<file path="config.mk">
export PLATFORM = sky130hd
export DESIGN_NAME = spgc_top
export DESIGN_NICKNAME = d
export VERILOG_FILES = /design/src/hw/spgc_pkg.sv /design/src/hw/spgc_top.sv /design/src/hw/spgc_sync.sv
export SDC_FILE = /design/constraint.sdc
export NUM_CORES = 1
export LEC_CHECK = 0
export ABC_AREA = 1
export BUFFER_PORTS_ARGS = -buffer_cell sky130_fd_sc_hd__buf_2
export CORE_AREA = 2 2 74 48
export CTS_CLUSTER_DIAMETER = 80
export DETAILED_ROUTE_END_ITERATION = 16
export DIE_AREA = 0 0 76 50
export PLACE_DENSITY = 0.79
export SYNTH_ARGS = -nofsm -noshare
export SYNTH_HDL_FRONTEND = slang
export SYNTH_SLANG_ARGS = --single-unit
export TNS_END_PERCENT = 10
</file>
<file path="constraint.sdc">
create_clock -name pclk -period 2 [get_ports pclk]
set_input_delay 0.1 -clock pclk [delete_from_list [all_inputs] [get_ports pclk]]
set_output_delay 0.1 -clock pclk [all_outputs]
set_load 0.01 [all_outputs]
</file>
<file path="src/hw/spgc_pkg.sv">
// Purpose: shared constants and types for the serial pin gpio control block
// Assumes: apb slave, 32-bit data, one word per register
// Notes:   offsets are byte addresses
package spgc_pkg;

  localparam logic [11:0] SPGC_OFF_FUNC   = 12'h000;
  localparam logic [11:0] SPGC_OFF_DIR    = 12'h004;
  localparam logic [11:0] SPGC_OFF_DIN    = 12'h008;
  localparam logic [11:0] SPGC_OFF_DOUT   = 12'h00C;
  localparam logic [11:0] SPGC_OFF_DSET   = 12'h010;
  localparam logic [11:0] SPGC_OFF_DCLR   = 12'h014;

  localparam int          SPGC_BIT_DATA   = 1;
  localparam int          SPGC_BIT_CLOCK  = 0;
  localparam int          SPGC_SET_DATA   = 0;
  localparam int          SPGC_SET_CLOCK  = 1;
  localparam int          SPGC_BIT_FUNC   = 0;

  localparam logic [1:0]  SPGC_RST_DIR    = 2'h0;
  localparam logic [1:0]  SPGC_RST_DOUT   = 2'h0;
  localparam logic        SPGC_RST_FUNC   = 1'h0;
  localparam logic [1:0]  SPGC_RST_SYNC   = 2'h3;
  localparam logic [31:0] SPGC_ALIAS_READ = 32'h00000000;

  typedef struct packed {
    logic       func;
    logic [1:0] dir;
    logic [1:0] dout;
    logic [1:0] din;
  } spgc_regs_t;

  typedef struct packed {
    logic [1:0] oe;
    logic [1:0] out;
  } spgc_pad_t;

endpackage

</file>
<file path="src/hw/spgc_top.sv">
// Purpose: gpio control of the serial data and clock pins, apb register port
// Assumes: pad ring resolves the pins; open-drain pads ignore pad_out high
// Notes:   zero-wait apb slave; pready always high
//
// Functional notes
// - direction bit 1: data pin input at 0, output at 1
// - direction bit 0: clock pin input at 0, output at 1
// - level bit 1 shows data pin level, whatever the mode
// - level bit 0 shows clock pin level, whatever the mode
// - level register is read-only; writes do nothing
// - pin levels pass through a synchroniser into pclk domain
// - output value holds and reads back; direction/function writes leave it
// - pin driven only by the serial engine, or in gpio mode with its direction bit at 1
// - output bit 1 sets the data pin level
// - output bit 0 sets the clock pin level
// - in gpio mode open-drain pads drive only low; high is released
// - output value reads return stored bits, not pin levels
// - set alias: ones set output bits, zeros leave them
// - clear alias: ones clear output bits, zeros leave them
// - clear bit 1 acts on data pin, bit 0 on clock pin
// - set alias bit 0 acts on data pin, bit 1 on clock pin
// - set and clear aliases read back undefined; here zero
// - bits 31-2 read zero and ignore writes
// - function bit 0: 0 serial engine owns pins, 1 gpio
// - in gpio mode the serial engine sees 1 on both inputs
module spgc_top
  import spgc_pkg::*;
(
  input  wire logic        pclk,
  input  wire logic        presetn,
  input  wire logic        psel,
  input  wire logic        penable,
  input  wire logic        pwrite,
  input  wire logic [11:0] paddr,
  input  wire logic [31:0] pwdata,
  input  wire logic [3:0]  pstrb,
  output logic      [31:0] prdata,
  output logic             pready,
  output logic             pslverr,
  input  wire logic [1:0]  pad_in,
  output logic      [1:0]  pad_out,
  output logic      [1:0]  pad_oe,
  input  wire logic [1:0]  pad_open_drain,
  input  wire logic [1:0]  engine_out,
  input  wire logic [1:0]  engine_oe,
  output logic      [1:0]  engine_in
);

  spgc_regs_t state;
  spgc_regs_t next_state;
  logic [1:0] pin_sync;
  logic       wr_en;
  logic       wr_low;
  logic [1:0] set_bits;
  logic       known;
  spgc_pad_t  pad;

  function automatic logic addr_is(input logic [11:0] a, input logic [11:0] off);
    return a == off;
  endfunction

  spgc_sync #(
    .WIDTH (2)
  ) u_sync (
    .pclk     (pclk),
    .presetn  (presetn),
    .async_in (pad_in),
    .sync_out (pin_sync)
  );

  assign pready  = 1'b1;
  assign wr_en   = psel && penable && pwrite;
  // only the low byte holds live bits, so only its strobe matters
  assign wr_low  = wr_en && pstrb[0];
  assign known   = addr_is(paddr, SPGC_OFF_FUNC) || addr_is(paddr, SPGC_OFF_DIR)
                || addr_is(paddr, SPGC_OFF_DIN)  || addr_is(paddr, SPGC_OFF_DOUT)
                || addr_is(paddr, SPGC_OFF_DSET) || addr_is(paddr, SPGC_OFF_DCLR);
  assign pslverr = psel && penable && !known;

  // set alias is wired crosswise to the output bits
  assign set_bits[SPGC_BIT_DATA]  = pwdata[SPGC_SET_DATA];
  assign set_bits[SPGC_BIT_CLOCK] = pwdata[SPGC_SET_CLOCK];

  always_comb begin
    next_state     = state;
    next_state.din = pin_sync;
    if (wr_low) begin
      if (addr_is(paddr, SPGC_OFF_FUNC)) begin
        next_state.func = pwdata[SPGC_BIT_FUNC];
      end
      if (addr_is(paddr, SPGC_OFF_DIR)) begin
        next_state.dir = pwdata[1:0];
      end
      if (addr_is(paddr, SPGC_OFF_DOUT)) begin
        next_state.dout = pwdata[1:0];
      end
      if (addr_is(paddr, SPGC_OFF_DSET)) begin
        next_state.dout = state.dout | set_bits;
      end
      if (addr_is(paddr, SPGC_OFF_DCLR)) begin
        next_state.dout = state.dout & ~pwdata[1:0];
      end
    end
  end

  always_ff @(posedge pclk or negedge presetn) begin
    if (!presetn) begin
      state.func <= SPGC_RST_FUNC;
      state.dir  <= SPGC_RST_DIR;
      state.dout <= SPGC_RST_DOUT;
      state.din  <= SPGC_RST_SYNC;
    end else begin
      state <= next_state;
    end
  end

  // read data from flops of state; level register ignores writes
  always_comb begin
    prdata = 32'h00000000;
    if (addr_is(paddr, SPGC_OFF_FUNC)) begin
      prdata[SPGC_BIT_FUNC] = state.func;
    end else if (addr_is(paddr, SPGC_OFF_DIR)) begin
      prdata[1:0] = state.dir;
    end else if (addr_is(paddr, SPGC_OFF_DIN)) begin
      prdata[1:0] = state.din;
    end else if (addr_is(paddr, SPGC_OFF_DOUT)) begin
      prdata[1:0] = state.dout;
    end else begin
      prdata = SPGC_ALIAS_READ;
    end
  end

  // pad mux; gpio outputs are the dir/dout flops gated by pad_open_drain, then muxed with the engine by func
  always_comb begin
    for (int i = 0; i < 2; i++) begin
      if (state.func) begin
        pad.oe[i]  = state.dir[i] && !(pad_open_drain[i] && state.dout[i]);
        pad.out[i] = state.dout[i] && !pad_open_drain[i];
      end else begin
        pad.oe[i]  = engine_oe[i];
        pad.out[i] = engine_out[i];
      end
    end
  end

  assign pad_oe    = pad.oe;
  assign pad_out   = pad.out;
  assign engine_in = state.func ? 2'h3 : pin_sync;
endmodule // spgc_top

</file>
<file path="src/hw/spgc_sync.sv">
// Purpose: two-flop synchroniser for the pin levels
// Assumes: inputs may change at any time
// Notes:   first stage is read only by the second stage
module spgc_sync
  import spgc_pkg::*;
#(
  parameter int WIDTH = 2
) (
  input  wire logic             pclk,
  input  wire logic             presetn,
  input  wire logic [WIDTH-1:0] async_in,
  output logic      [WIDTH-1:0] sync_out
);

  logic [WIDTH-1:0] stage1;

  always_ff @(posedge pclk or negedge presetn) begin
    if (!presetn) begin
      stage1   <= WIDTH'(SPGC_RST_SYNC);
      sync_out <= WIDTH'(SPGC_RST_SYNC);
    end else begin
      stage1   <= async_in;
      sync_out <= stage1;
    end
  end

endmodule // spgc_sync

</file>
Word-level counts from Yosys, hierarchy flattened
Index checks and enable logic that the tools add are counted.
{"block": "classes", "add_sub_neg": 0, "mul": 0, "div": 0, "n_lt_le_gt_ge": 0, "n_eq_ne": 5, "shifts": 0, "muxes": 13, "n_bitwise": 3, "n_reduce_logical": 25}
{"operator": "12-bit by 4-bit == test with 1-bit output (second input constant)", "n": 2}
{"operator": "12-bit by 5-bit == test with 1-bit output (second input constant)", "n": 2}
{"operator": "2-bit two-way mux", "n": 7}
{"operator": "12-bit by 3-bit == test with 1-bit output (second input constant)", "n": 1}
{"operator": "12-bit zero test", "n": 1}
{"operator": "1-bit logical AND", "n": 10}
{"operator": "1-bit two-way mux", "n": 6}
{"operator": "2-bit AND reduction", "n": 3}
{"operator": "1-bit zero test", "n": 5}
{"operator": "1-bit logical OR", "n": 5}
{"operator": "3-bit nonzero test", "n": 1}
{"operator": "2-bit AND", "n": 1}
{"operator": "2-bit inverter", "n": 1}
{"operator": "2-bit bitwise OR", "n": 1}
{"block": "totals", "regBits": 11, "latchBits": 0, "ramBits": 0, "romBits": 0, "input_bits": 61, "output_inout_bits": 40, "word_cells": 52, "mem_count": 0}

Logic depth before layout (Yosys ltp)
Gate-level depths: netlist (run 1).
{"block": "depth", "depth_word": 8, "mapped_depth": 10, "depth_no_buf": 10}

Modules after synthesis
Synthesis (run 1) repeated with hierarchy kept, for this count alone.
{"block": "unflattened", "hier_cells": 163, "area_unflattened_um2": 1066.0}
{"module": "spgc_top", "n_inst": 1, "cells_per_inst": 159, "area_per_inst_um2": 960.9, "seq_area_each_um2": 177.7}
{"module": "spgc_sync", "n_inst": 1, "cells_per_inst": 4, "area_per_inst_um2": 105.1, "seq_area_each_um2": 105.1}

Least setup slack after synthesis (run 1)
No wires, ideal clock.
{"block": "synth_path", "path_type": "input port to output port", "from": "input port paddr[9]", "to": "output port prdata[1]", "arrival_time_ns": 0.853, "t_required_ns": 1.900, "setup_slack_ns": 1.047, "path_stages": 5, "n_path_buf": 0, "cell_sequence": "nor2_1 nand2_2 nor2_1 nand3_1 a31oi_1"}
{"block": "synth_via", "elab_chain_cells": 5}
{"element": "start: declaration", "line_no": "spgc_top.sv:34", "text": "input wire logic [11:0] paddr,"}
{"element": "12-bit by 4-bit == test with 1-bit output", "line_no": "spgc_top.sv:59", "text": "return a == off;"}
{"element": "2-bit two-way mux", "line_no": "spgc_top.sv:126", "text": "end else if (addr_is(paddr, SPGC_OFF_DOUT)) begin"}
{"element": "2-bit two-way mux", "line_no": "spgc_top.sv:124", "text": "end else if (addr_is(paddr, SPGC_OFF_DIN)) begin"}
{"element": "2-bit two-way mux", "line_no": "spgc_top.sv:122", "text": "end else if (addr_is(paddr, SPGC_OFF_DIR)) begin"}
{"element": "1-bit two-way mux *", "line_no": "spgc_top.sv:120", "text": "if (addr_is(paddr, SPGC_OFF_FUNC)) begin"}
{"element": "end: declaration", "line_no": "spgc_top.sv:37", "text": "output logic [31:0] prdata,"}
Every way passes the cells marked *; elsewhere a longest branch is shown, timed or not.

Worst setup path in the final report (run 1)
{"block": "layout_path", "from": "register state[6] (netlist bit)", "to": "output port engine_in[0]"}
{"block": "layout_via", "elab_chain_cells": 1}
{"element": "start: declaration", "line_no": "spgc_top.sv:49", "text": "spgc_regs_t state;"}
{"element": "start signal: assignment", "line_no": "spgc_top.sv:113", "text": "state <= next_state;"}
{"element": "2-bit two-way mux", "line_no": "spgc_top.sv:148", "text": "assign engine_in = state.func ? 2'h3 : pin_sync;"}
{"element": "end: declaration", "line_no": "spgc_top.sv:46", "text": "output logic [1:0] engine_in"}
No other way between the ends.

==> impl_results.md, run 1 <==
* GRT Total Usage at 0.114
* PwrDens at 452 nW/um^2
* Initial antenna violation count at 0
* Die Height at 50 um
* Synth cell types at 24
* CTS H-tree depth at 1
* Warnings, synthesis at 0
* CTS resizes at 0
* Placer Congestion at 0.766
* Detailed Routing Iterations Pass 1 at 4
* Post-synthesis register bit count at 11
* Multi-input logic area at 558 um^2
* PortBufs at 36
* Clock root cell: clkbuf_8
* Fin. max-slew vios at 0
* Die Span X at 76 um
* Layout cell share with drive strength beyond 1 at 0.300
* Worst skew pair latency at 0.23 ns
* DR DRC count at 0
* Fillers at 329
* RSZ-0062 raised after global routing: false
* Layout Utilization at 0.403
* Kind of launch point of the worst setup path: flop
* Pleak at 0.729 nW
* Final TNS setup at 0 ns
* Hold Buf Count CTS at 3
* Total core area at 3100 um^2
* Die area at 3800 um^2
* DR vias/cell at 3.86
* Synth-to-Final Area Change at 17.3%
* Cell count after placement at 241
* Register Area at 283 um^2
* Xor-xnor portion of the synthesized cell area at 0
* Compound-gate portion of the synthesized area at 0.0786
* Max clock buf depth at 2
* Hold WC Path Type: input port to flop
* Peak supply drop at 303 uV
* Crit path DAT at 1.20 ns
* CTS clk-pin slew, worst paths at 0.05 ns
* Final worst clock skew at 0.00154 ns
* Post-synthesis mux area share at 0
* Syn Area/Cell at 6.54 um^2
* CTS tree: built
* Crit. End Element: output port
* Final worst path period share at 0.652
* Via Count at 958
* Non-filler cells, final at 248
* Required @ worst endpoint at 1.90 ns
* Area of the mapped netlist at 1070 um^2
* Largest net degree at the start of global routing at 13
* Postcts setup bufs at 0
* CTS sink cnt at 11
* Row cnt at 16
* Post-DP HPWL at 1730 um
* First-pass GRT wire length at 3480 um
* Number of diodes at 0
* Cells after synthesis at 163
* Main combinational cell family by area after synthesis: simple AND/OR/NAND/NOR gates
* Status: completed
* Effective utilization at floorplan at 0.344
* # setup viols final at 0
* Post-Synth Adder-Cell Area at 0
* Post-synthesis sequential area ratio at 0.265
* Critical path type: flop to output port
* Max Clk Rate at 767 MHz
* Io pins at 101
* Vias in the first global route at 823
* Tmin final at 1.30 ns
* Hold Vio Cnt, Final at 0
* Routed WL at 2050 um
* Num CTS Buffers at 3
* Simple-Gate Fraction of Synth Area at 0.336
* CP max FO at 12
* Total grt overflow at 0
* Routed wire per std cell at 8.25 um
* Final net count at 265
* Final ANT Viol Nets at 0
* Max Cap Viol at 0
* DRT iter0 DRCs at 28
[sequential cells by signal (all words and copies together), names as in the netlist]
| register | flops |
|---|---|
| state | 7 |
| u_sync.sync_out | 2 |
| u_sync.stage1 | 2 |
[layer usage]
layer | vias to the layer above | share of wire | track usage
met1 | 397 | 0.48 | 0.156
met2 | 43 | 0.43 | 0.171
met5 | - | 0 | 0
met3 | 4 | 0.076 | 0.0385
met4 | 0 | 0.014 | 0.0303
li1 | 514 | - | -
[area by class of cell]
type | instances | share of cell area
Clock buffer | 4 | 0.0360
Timing Repair Buffer | 39 | 0.168
Inverter | 26 | 0.0781
Tap cell | 45 | 0.0450
Sequential cell | 11 | 0.226
Multi-Input combinational cell | 123 | 0.446
[power by group]
part | switching (mW) | leakage (nW) | internal (mW)
logic | 0.0713 | 0.573 | 0.0396
clock network | 0.0774 | 0.0228 | 0.139
registers | 0.00241 | 0.133 | 0.234
[through the flow]
step | instance area, um^2 | worst slack (ns) | power [mW] | hold slack (ns)
finish | 1250 | 0.696 | 0.564 | 0.183
global route | 1250 | 0.583 | 0.602 | 0.222
CTS | 1250 | 0.680 | 0.570 | 0.186
detailed placement | 1170 | 0.792 | 0.346 | -0.0245
global placement | 1170 | 0.803 | 0.344 | -0.0291
floorplan | 1170 | 1.05 | 0.345 | -0.196
[layout by cell type (no fill, tap or decap), types with 5 or more instances in the layout]
cell     count
buf_2       36
conb_1      31
dfrtp_1      5
dfstp_2      6
inv_1       22
nand2_1     37
nand2_2      5
nand3_1     10
nor2_1      16
o21ai_0      7
[cells by family (layout without fill, tap and decap cells)]
logic type,count (synthesis),in the layout
flops,11,11
simple gates,78,78
other cells,2,31
compound gates,14,14
buf+inv,58,69
[worst paths after layout]
check / start / to / slack (ns) / depth (start not counted)
max: state[6]$_DFFE_PN0P_ / engine_in[0] / 0.70 / 2
max reg2reg: state[3]$_DFFE_PN0P_ / state[3]$_DFFE_PN0P_ / 0.95 / 8
min: pwdata[1] / state[5]$_DFFE_PN0P_ / 0.18 / 3
min in group asynchronous: presetn / state[5]$_DFFE_PN0P_ / 0.26 / 2
min reg2reg: u_sync.stage1[0]$_DFF_PN1_ / u_sync.sync_out[0]$_DFF_PN1_ / 0.35 / 0
max in group asynchronous: presetn / state[0]$_DFF_PN1_ / 1.48 / 2
[Yosys cell counts]
library cell,number,area (um^2)
inv_2,2,7.51
nor2_1,16,60.1
clkinv_1,2,7.51
nand3_1,10,50.1
nor2_2,2,12.5
dfstp_2,6,158
or2_2,2,12.5
nand2_1,37,139
clkbuf_1,1,3.75
o2111ai_1,1,8.76
a31oi_1,1,6.26
inv_1,22,82.6
conb_1,2,7.51
o21ai_1,2,10.0
dfrtp_1,5,125
buf_4,31,233
nor2_4,1,11.3
nand4_1,1,6.26
nand3_2,3,30.0
o21ai_0,7,35.0
nor3_1,1,5.00
o211ai_1,2,15.0
nand2_2,5,31.3
o21ai_2,1,8.76
[worst max-delay path: stages (launching register included)]
cell,delay (ns)
dfrtp_1,0.49
or2_2,0.34
buf_2,0.14
(Power assumes the default switching activity.)
==> inputs of run 2 (changes only) <==
Settings changed: ABC_AREA 1 to 0, CORE_AREA 2 2 74 48 to 2 2 73 47, DIE_AREA 0 0 76 50 to 0 0 75 49.
Clock period 2 ns to 1.08 ns, I/O delays scaled along.
==> impl_results.md, run 2 <==
* Final worst path period share at 1.31
* Top-count cell post-synth: buf_4
* Multi-input logic area at 507 um^2
* CTS sink cnt at 11
* Max reg flops at 7
* Fillers at 313
* Crit path DAT at 1.36 ns
* CTS clk-pin slew, worst paths at 0.05 ns
* R2R cell count at 3
* Kind of launch point of the worst setup path: flop
* CTS H-tree depth at 1
* Die Height at 49 um
* RSZ-0062 raised after global routing: true
* Post-synthesis sequential area ratio at 0.311
* Io pins at 101
* Combinational Power Share at 0.209
* PwrDens at 881 nW/um^2
* Total core area at 3060 um^2
* Worst Path Buf+Inv at 1
* Most frequent cells in the layout: buf_2 (34), conb_1 (31), dfstp_2 (6)
* Crit. End Element: output port
* Num CTS Buffers at 3
* Synth cell types at 30
* Clock root cell: clkbuf_8
* Setup crit end: prdata[0]
* Stages on worst setup path at 3
* Hold Vio Cnt, Final at 0
* Warnings, synthesis at 0
* Status: finished, violations left
* Routed wire per std cell at 10.1 um
* Total grt overflow at 0
* Biggest regs: state x7, u_sync.stage1 x2, u_sync.sync_out x2
* Slowest CP cell: mux4_2
* Peak supply drop at 323 uV
* Largest Register: state
* Placer Congestion at 0.681
* # setup viols final at 12
* Final net count at 206
* DR DRC count at 0
* Postcts setup bufs at 0
* Largest net degree at the start of global routing at 12
* Detailed Routing Iterations Pass 1 at 4
* Synth-to-Final Area Change at 31.9%
* Fin. max-slew vios at 0
* Row cnt at 16
* Critical Path Source: state[2]$_DFFE_PN0P_
* Layout cell share with drive strength beyond 1 at 0.472
* Leading cell type in the layout, fill and taps excluded: buf_2
* Via Count at 751
* Initial antenna violation count at 0
* Number of diodes at 0
* Die Span X at 75 um
* Post-synthesis register bit count at 11
* CTS tree: built
* First-pass GRT wire length at 2940 um
* Register Area at 283 um^2
* Pleak at 0.596 nW
* Syn Area/Cell at 9.28 um^2
* Reg2Reg Setup Slack at 0.05 ns
* Required @ worst endpoint at 1.03 ns
* Total chip power at 1.06 mW
* Max Cap Viol at 0
* Layout Utilization at 0.392
* Final ANT Viol Nets at 0
* Post-synth EDFFs at 0
* DR vias/cell at 3.97
* Async SR Flop Fraction at 1.00
* Final WS setup at -0.333 ns
* Failing checks: negative setup slack
* CP max FO at 2
* Hold WC Path Type: input port to flop
* Net switching power at 276 uW
* Worst skew pair latency at 0.23 ns
* Max clock buf depth at 2
* Effective utilization at floorplan at 0.297
* Tmin final at 1.41 ns
* Vias in the first global route at 638
* Top cells by area, synth: buf_4 (27%), dfstp_2 (17%), dfrtp_1 (14%)
* Synth area leader: buf_4
* Switching part of the total at 0.261
* GRT Total Usage at 0.106
* Area of the mapped netlist at 910 um^2
* P_int at 781 uW
* Cells after synthesis at 98
* DRT iter0 DRCs at 12
* Critical path type: flop to output port
* PortBufs at 36
* Post-synth top cells: buf_4 (33), nand2_1 (7), dfstp_2 (6)
* Final worst clock skew at 0.00537 ns
* Post-synth top flop: dfstp_2
* Crit-path cells: mux4_2, nor3b_2, buf_2
* Max Clk Rate at 708 MHz
* Sequential power share at 0.414
* RR Endpoint: state[2]$_DFFE_PN0P_
* Clock network power share at 0.377
* Area share of the largest cell type after synthesis at 0.272
* Routed WL at 1900 um
* Family with the most delay on the worst path: multiplexers
* Post-DP HPWL at 1560 um
* Die area at 3680 um^2
* R2R Path Start: state[2]$_DFFE_PN0P_
* CP peak stage delay at 0.45 ns
[run 2: repair_timing]
item,in CTS,in global routing
hold buffers,3,0
pin swaps,4,2
endpoints found under the setup margin,14,14
gates resized for setup,13,2
endpoints found under the hold margin,13,0
[run 2: power by group through the flow]
stage	Sequential (mW)	Clock, mW	Combinational, mW
5_1_grt	0.439	0.441	0.242
6_report	0.438	0.398	0.221
3_3_place_gp	0.443	0	0.191
4_1_cts	0.438	0.409	0.219
2_1_floorplan	0.442	0	0.188
3_5_place_dp	0.444	0	0.196
[run 2: final cells by class]
cell class	instances	area share
multi-input combinational	78	0.422
timing repair buffer	47	0.245
sequential	11	0.236
tap	45	0.0469
clock buffer	4	0.0375
inverter	4	0.0125
[run 2: worst min-delay path by stage]
stage / cells after the start / endpoint / startpoint
2_1_floorplan: 0 / state[2]$_DFFE_PN0P_ / presetn
3_3_place_gp: 1 / state[2]$_DFFE_PN0P_ / presetn
3_5_place_dp: 1 / state[2]$_DFFE_PN0P_ / presetn
4_1_cts: 2 / state[5]$_DFFE_PN0P_ / pwdata[1]
5_1_grt: 2 / state[5]$_DFFE_PN0P_ / pwdata[1]
6_report: 2 / state[5]$_DFFE_PN0P_ / pwdata[1]
[run 2: logic make-up (layout without fill, tap and decap cells)]
logic type             Yosys count  after routing  synth area share
flip-flops                      11             11             0.311
AND/OR/NAND/NOR                 31             31             0.242
buffers and inverters           38             55             0.293
other                            2             31           0.00826
AO/OA/AOI/OAI                   11             11            0.0715
multiplexers                     5              5            0.0743
[run 2: layer usage]
layer	GRT usage	routed length, um
met4	0.0655	55
met1	0.135	794
met3	0.0227	123
met2	0.162	929
met5	0	0
[run 2: stage by stage]
stage / TNS, ns / instance area [um^2] / instances / hold slack [ns] / worst slack, ns
CTS: -1.53 / 1190 / 189 / 0.114 / -0.328
global placement: -1.70 / 1060 / 182 / -0.0684 / -0.344
floorplan: -0.590 / 1020 / 127 / -0.242 / -0.222
global route: -2.40 / 1200 / 189 / 0.127 / -0.381
detailed placement: -1.96 / 1060 / 182 / -0.0634 / -0.394
finish: -1.37 / 1200 / 189 / 0.120 / -0.333
==> inputs of run 3 (changes only) <==
Settings changed: ABC_AREA 0 to 1, CORE_AREA 2 2 73 47 to 2 2 77 50, DIE_AREA 0 0 75 49 to 0 0 79 52, PLACE_DENSITY 0.79 to 0.77, SLEW_MARGIN set to 20.
==> impl_results.md, run 3 (synthesized netlist as in run 1, its figures left out) <==
* Status: finished, violations left
* Failing checks: negative setup slack
* Total grt overflow at 0
* Post-DP HPWL at 1760 um
* Crit path DAT at 1.12 ns
* Initial antenna violation count at 0
* Hold slack at 0.157 ns
* DR DRC count at 0
* Post-placement cell area at 1200 um^2
* CTS H-tree depth at 1
* Vias in the first global route at 811
* CP peak stage delay at 0.52 ns
* Crit. End Element: output port
* Number of diodes at 0
* Total core area at 3450 um^2
* Required @ worst endpoint at 1.03 ns
* Final net count at 269
* Critical path type: flop to output port
* Layout Utilization at 0.384
* # setup viols final at 8
* Tmin final at 1.17 ns
* Peak supply drop at 562 uV
* Final WS setup at -0.0930 ns
* Via Count at 1029
* First-pass GRT wire length at 3270 um
* Fin. max-slew vios at 0
* Hold Vio Cnt, Final at 0
* Layout cell share with drive strength beyond 1 at 0.357
* CTS clk-pin slew, worst paths at 0.05 ns
* Routed wire per std cell at 8.62 um
* Detailed Routing Iterations Pass 1 at 4
* Cell mode on critical path: nand2_1
* Synth-to-Final Area Change at 24.2%
* Placer Congestion at 0.749
* Slowest CP cell: dfstp_2
* Io pins at 101
* Routed WL at 2190 um
* Hold WC Path Type: input port to flop
* Final ANT Viol Nets at 0
* DRT iter0 DRCs at 40
* DR vias/cell at 4.05
* Most frequent cells in the layout: nand2_1 (37), buf_2 (35), conb_1 (31)
* Largest Register: state
* Final worst path period share at 1.09
* Pre-CTS WS at -0.0424 ns
* Max clock buf depth at 2
* CTS sink cnt at 11
* Worst skew pair latency at 0.23 ns
* Largest net degree at the start of global routing at 12
* Num CTS Buffers at 3
* Die Height at 52 um
* Pleak at 0.758 nW
* PortBufs at 36
* Effective utilization at floorplan at 0.309
* Final Instance Area at 1320 um^2
* Die area at 4110 um^2
* Kind of launch point of the worst setup path: flop
* Max Clk Rate at 853 MHz
* Max Cap Viol at 0
* Crit-path cells: nand3_2, nand2_1, o21ai_1, nand2_1, buf_2
* RSZ-0062 raised after global routing: true
* Row cnt at 17
* GRT Total Usage at 0.102
* PwrDens at 790 nW/um^2
* Leading cell type in the layout, fill and taps excluded: nand2_1
* Total chip power at 1.05 mW
* Final worst clock skew at 0.00141 ns
* Die Span X at 79 um
* Clock root cell: clkbuf_8
* CP max FO at 1
* Max reg flops at 7
* CTS tree: built
* Biggest regs: state x7, u_sync.stage1 x2, u_sync.sync_out x2
==> run 3: per-layer routing <==
layer / routed length (um) / GRT usage
met3: 165 / 0.0382
met4: 0 / 0.00287
met2: 1050 / 0.167
met5: 0 / 0
met1: 973 / 0.137
==> run 3: path summary, 6_finish.rpt <==
kind,from,to,slack (ns),cells past startpoint
setup / recovery,state[0]$_DFF_PN1_,prdata[0],-0.09,5
hold / removal,pwdata[1],state[5]$_DFFE_PN0P_,0.16,3
setup reg to reg,state[2]$_DFFE_PN0P_,state[2]$_DFFE_PN0P_,0.11,8
hold reg to reg,u_sync.stage1[1]$_DFF_PN1_,u_sync.sync_out[1]$_DFF_PN1_,0.36,0
max in group asynchronous,presetn,u_sync.sync_out[0]$_DFF_PN1_,0.62,2
min in group asynchronous,presetn,state[5]$_DFFE_PN0P_,0.21,2
==> run 3: power breakdown <==
| part | internal (mW) | switching (mW) | leakage, nW |
|---|---|---|---|
| clock network | 0.257 | 0.131 | 0.0228 |
| logic | 0.0801 | 0.139 | 0.604 |
| registers | 0.434 | 0.00489 | 0.131 |
| total | 0.771 | 0.275 | 0.758 |
==> run 3: repair_timing <==
item | in CTS | in global routing
gates resized for setup | 9 | 9
gates cloned | 0 | 0
setup buffers | 1 | 0
setup endpoints to repair | 8 | 9
hold buffers | 3 | 0
pin swaps | 4 | 2
hold endpoints to repair | 13 | 0
==> run 3: through the flow <==
step / setup TNS, ns / std cells
3_3_place_gp: -0.0192 / 246
5_1_grt: -0.987 / 254
4_1_cts: -0.573 / 254
6_report: -0.446 / 254
3_5_place_dp: -0.0827 / 246
2_1_floorplan: 0 / 192
==> run 3: critical path, delay by kind of cell (launching register included) <==
kind,cells,cell delay [ns]
DFF,1,0.52
and+or+nand+nor,3,0.18
buffers and inverters,1,0.13
AOI/OAI and AO/OA,1,0.06
==> run 3: final cells by class <==
type	count	area (um^2)
fillers	378	2120
flip-flops and latches	11	284
inverters	26	97.6
multi-input cells	123	588
well taps	47	58.8
repair buffers	43	250
clock buffers	4	45.0
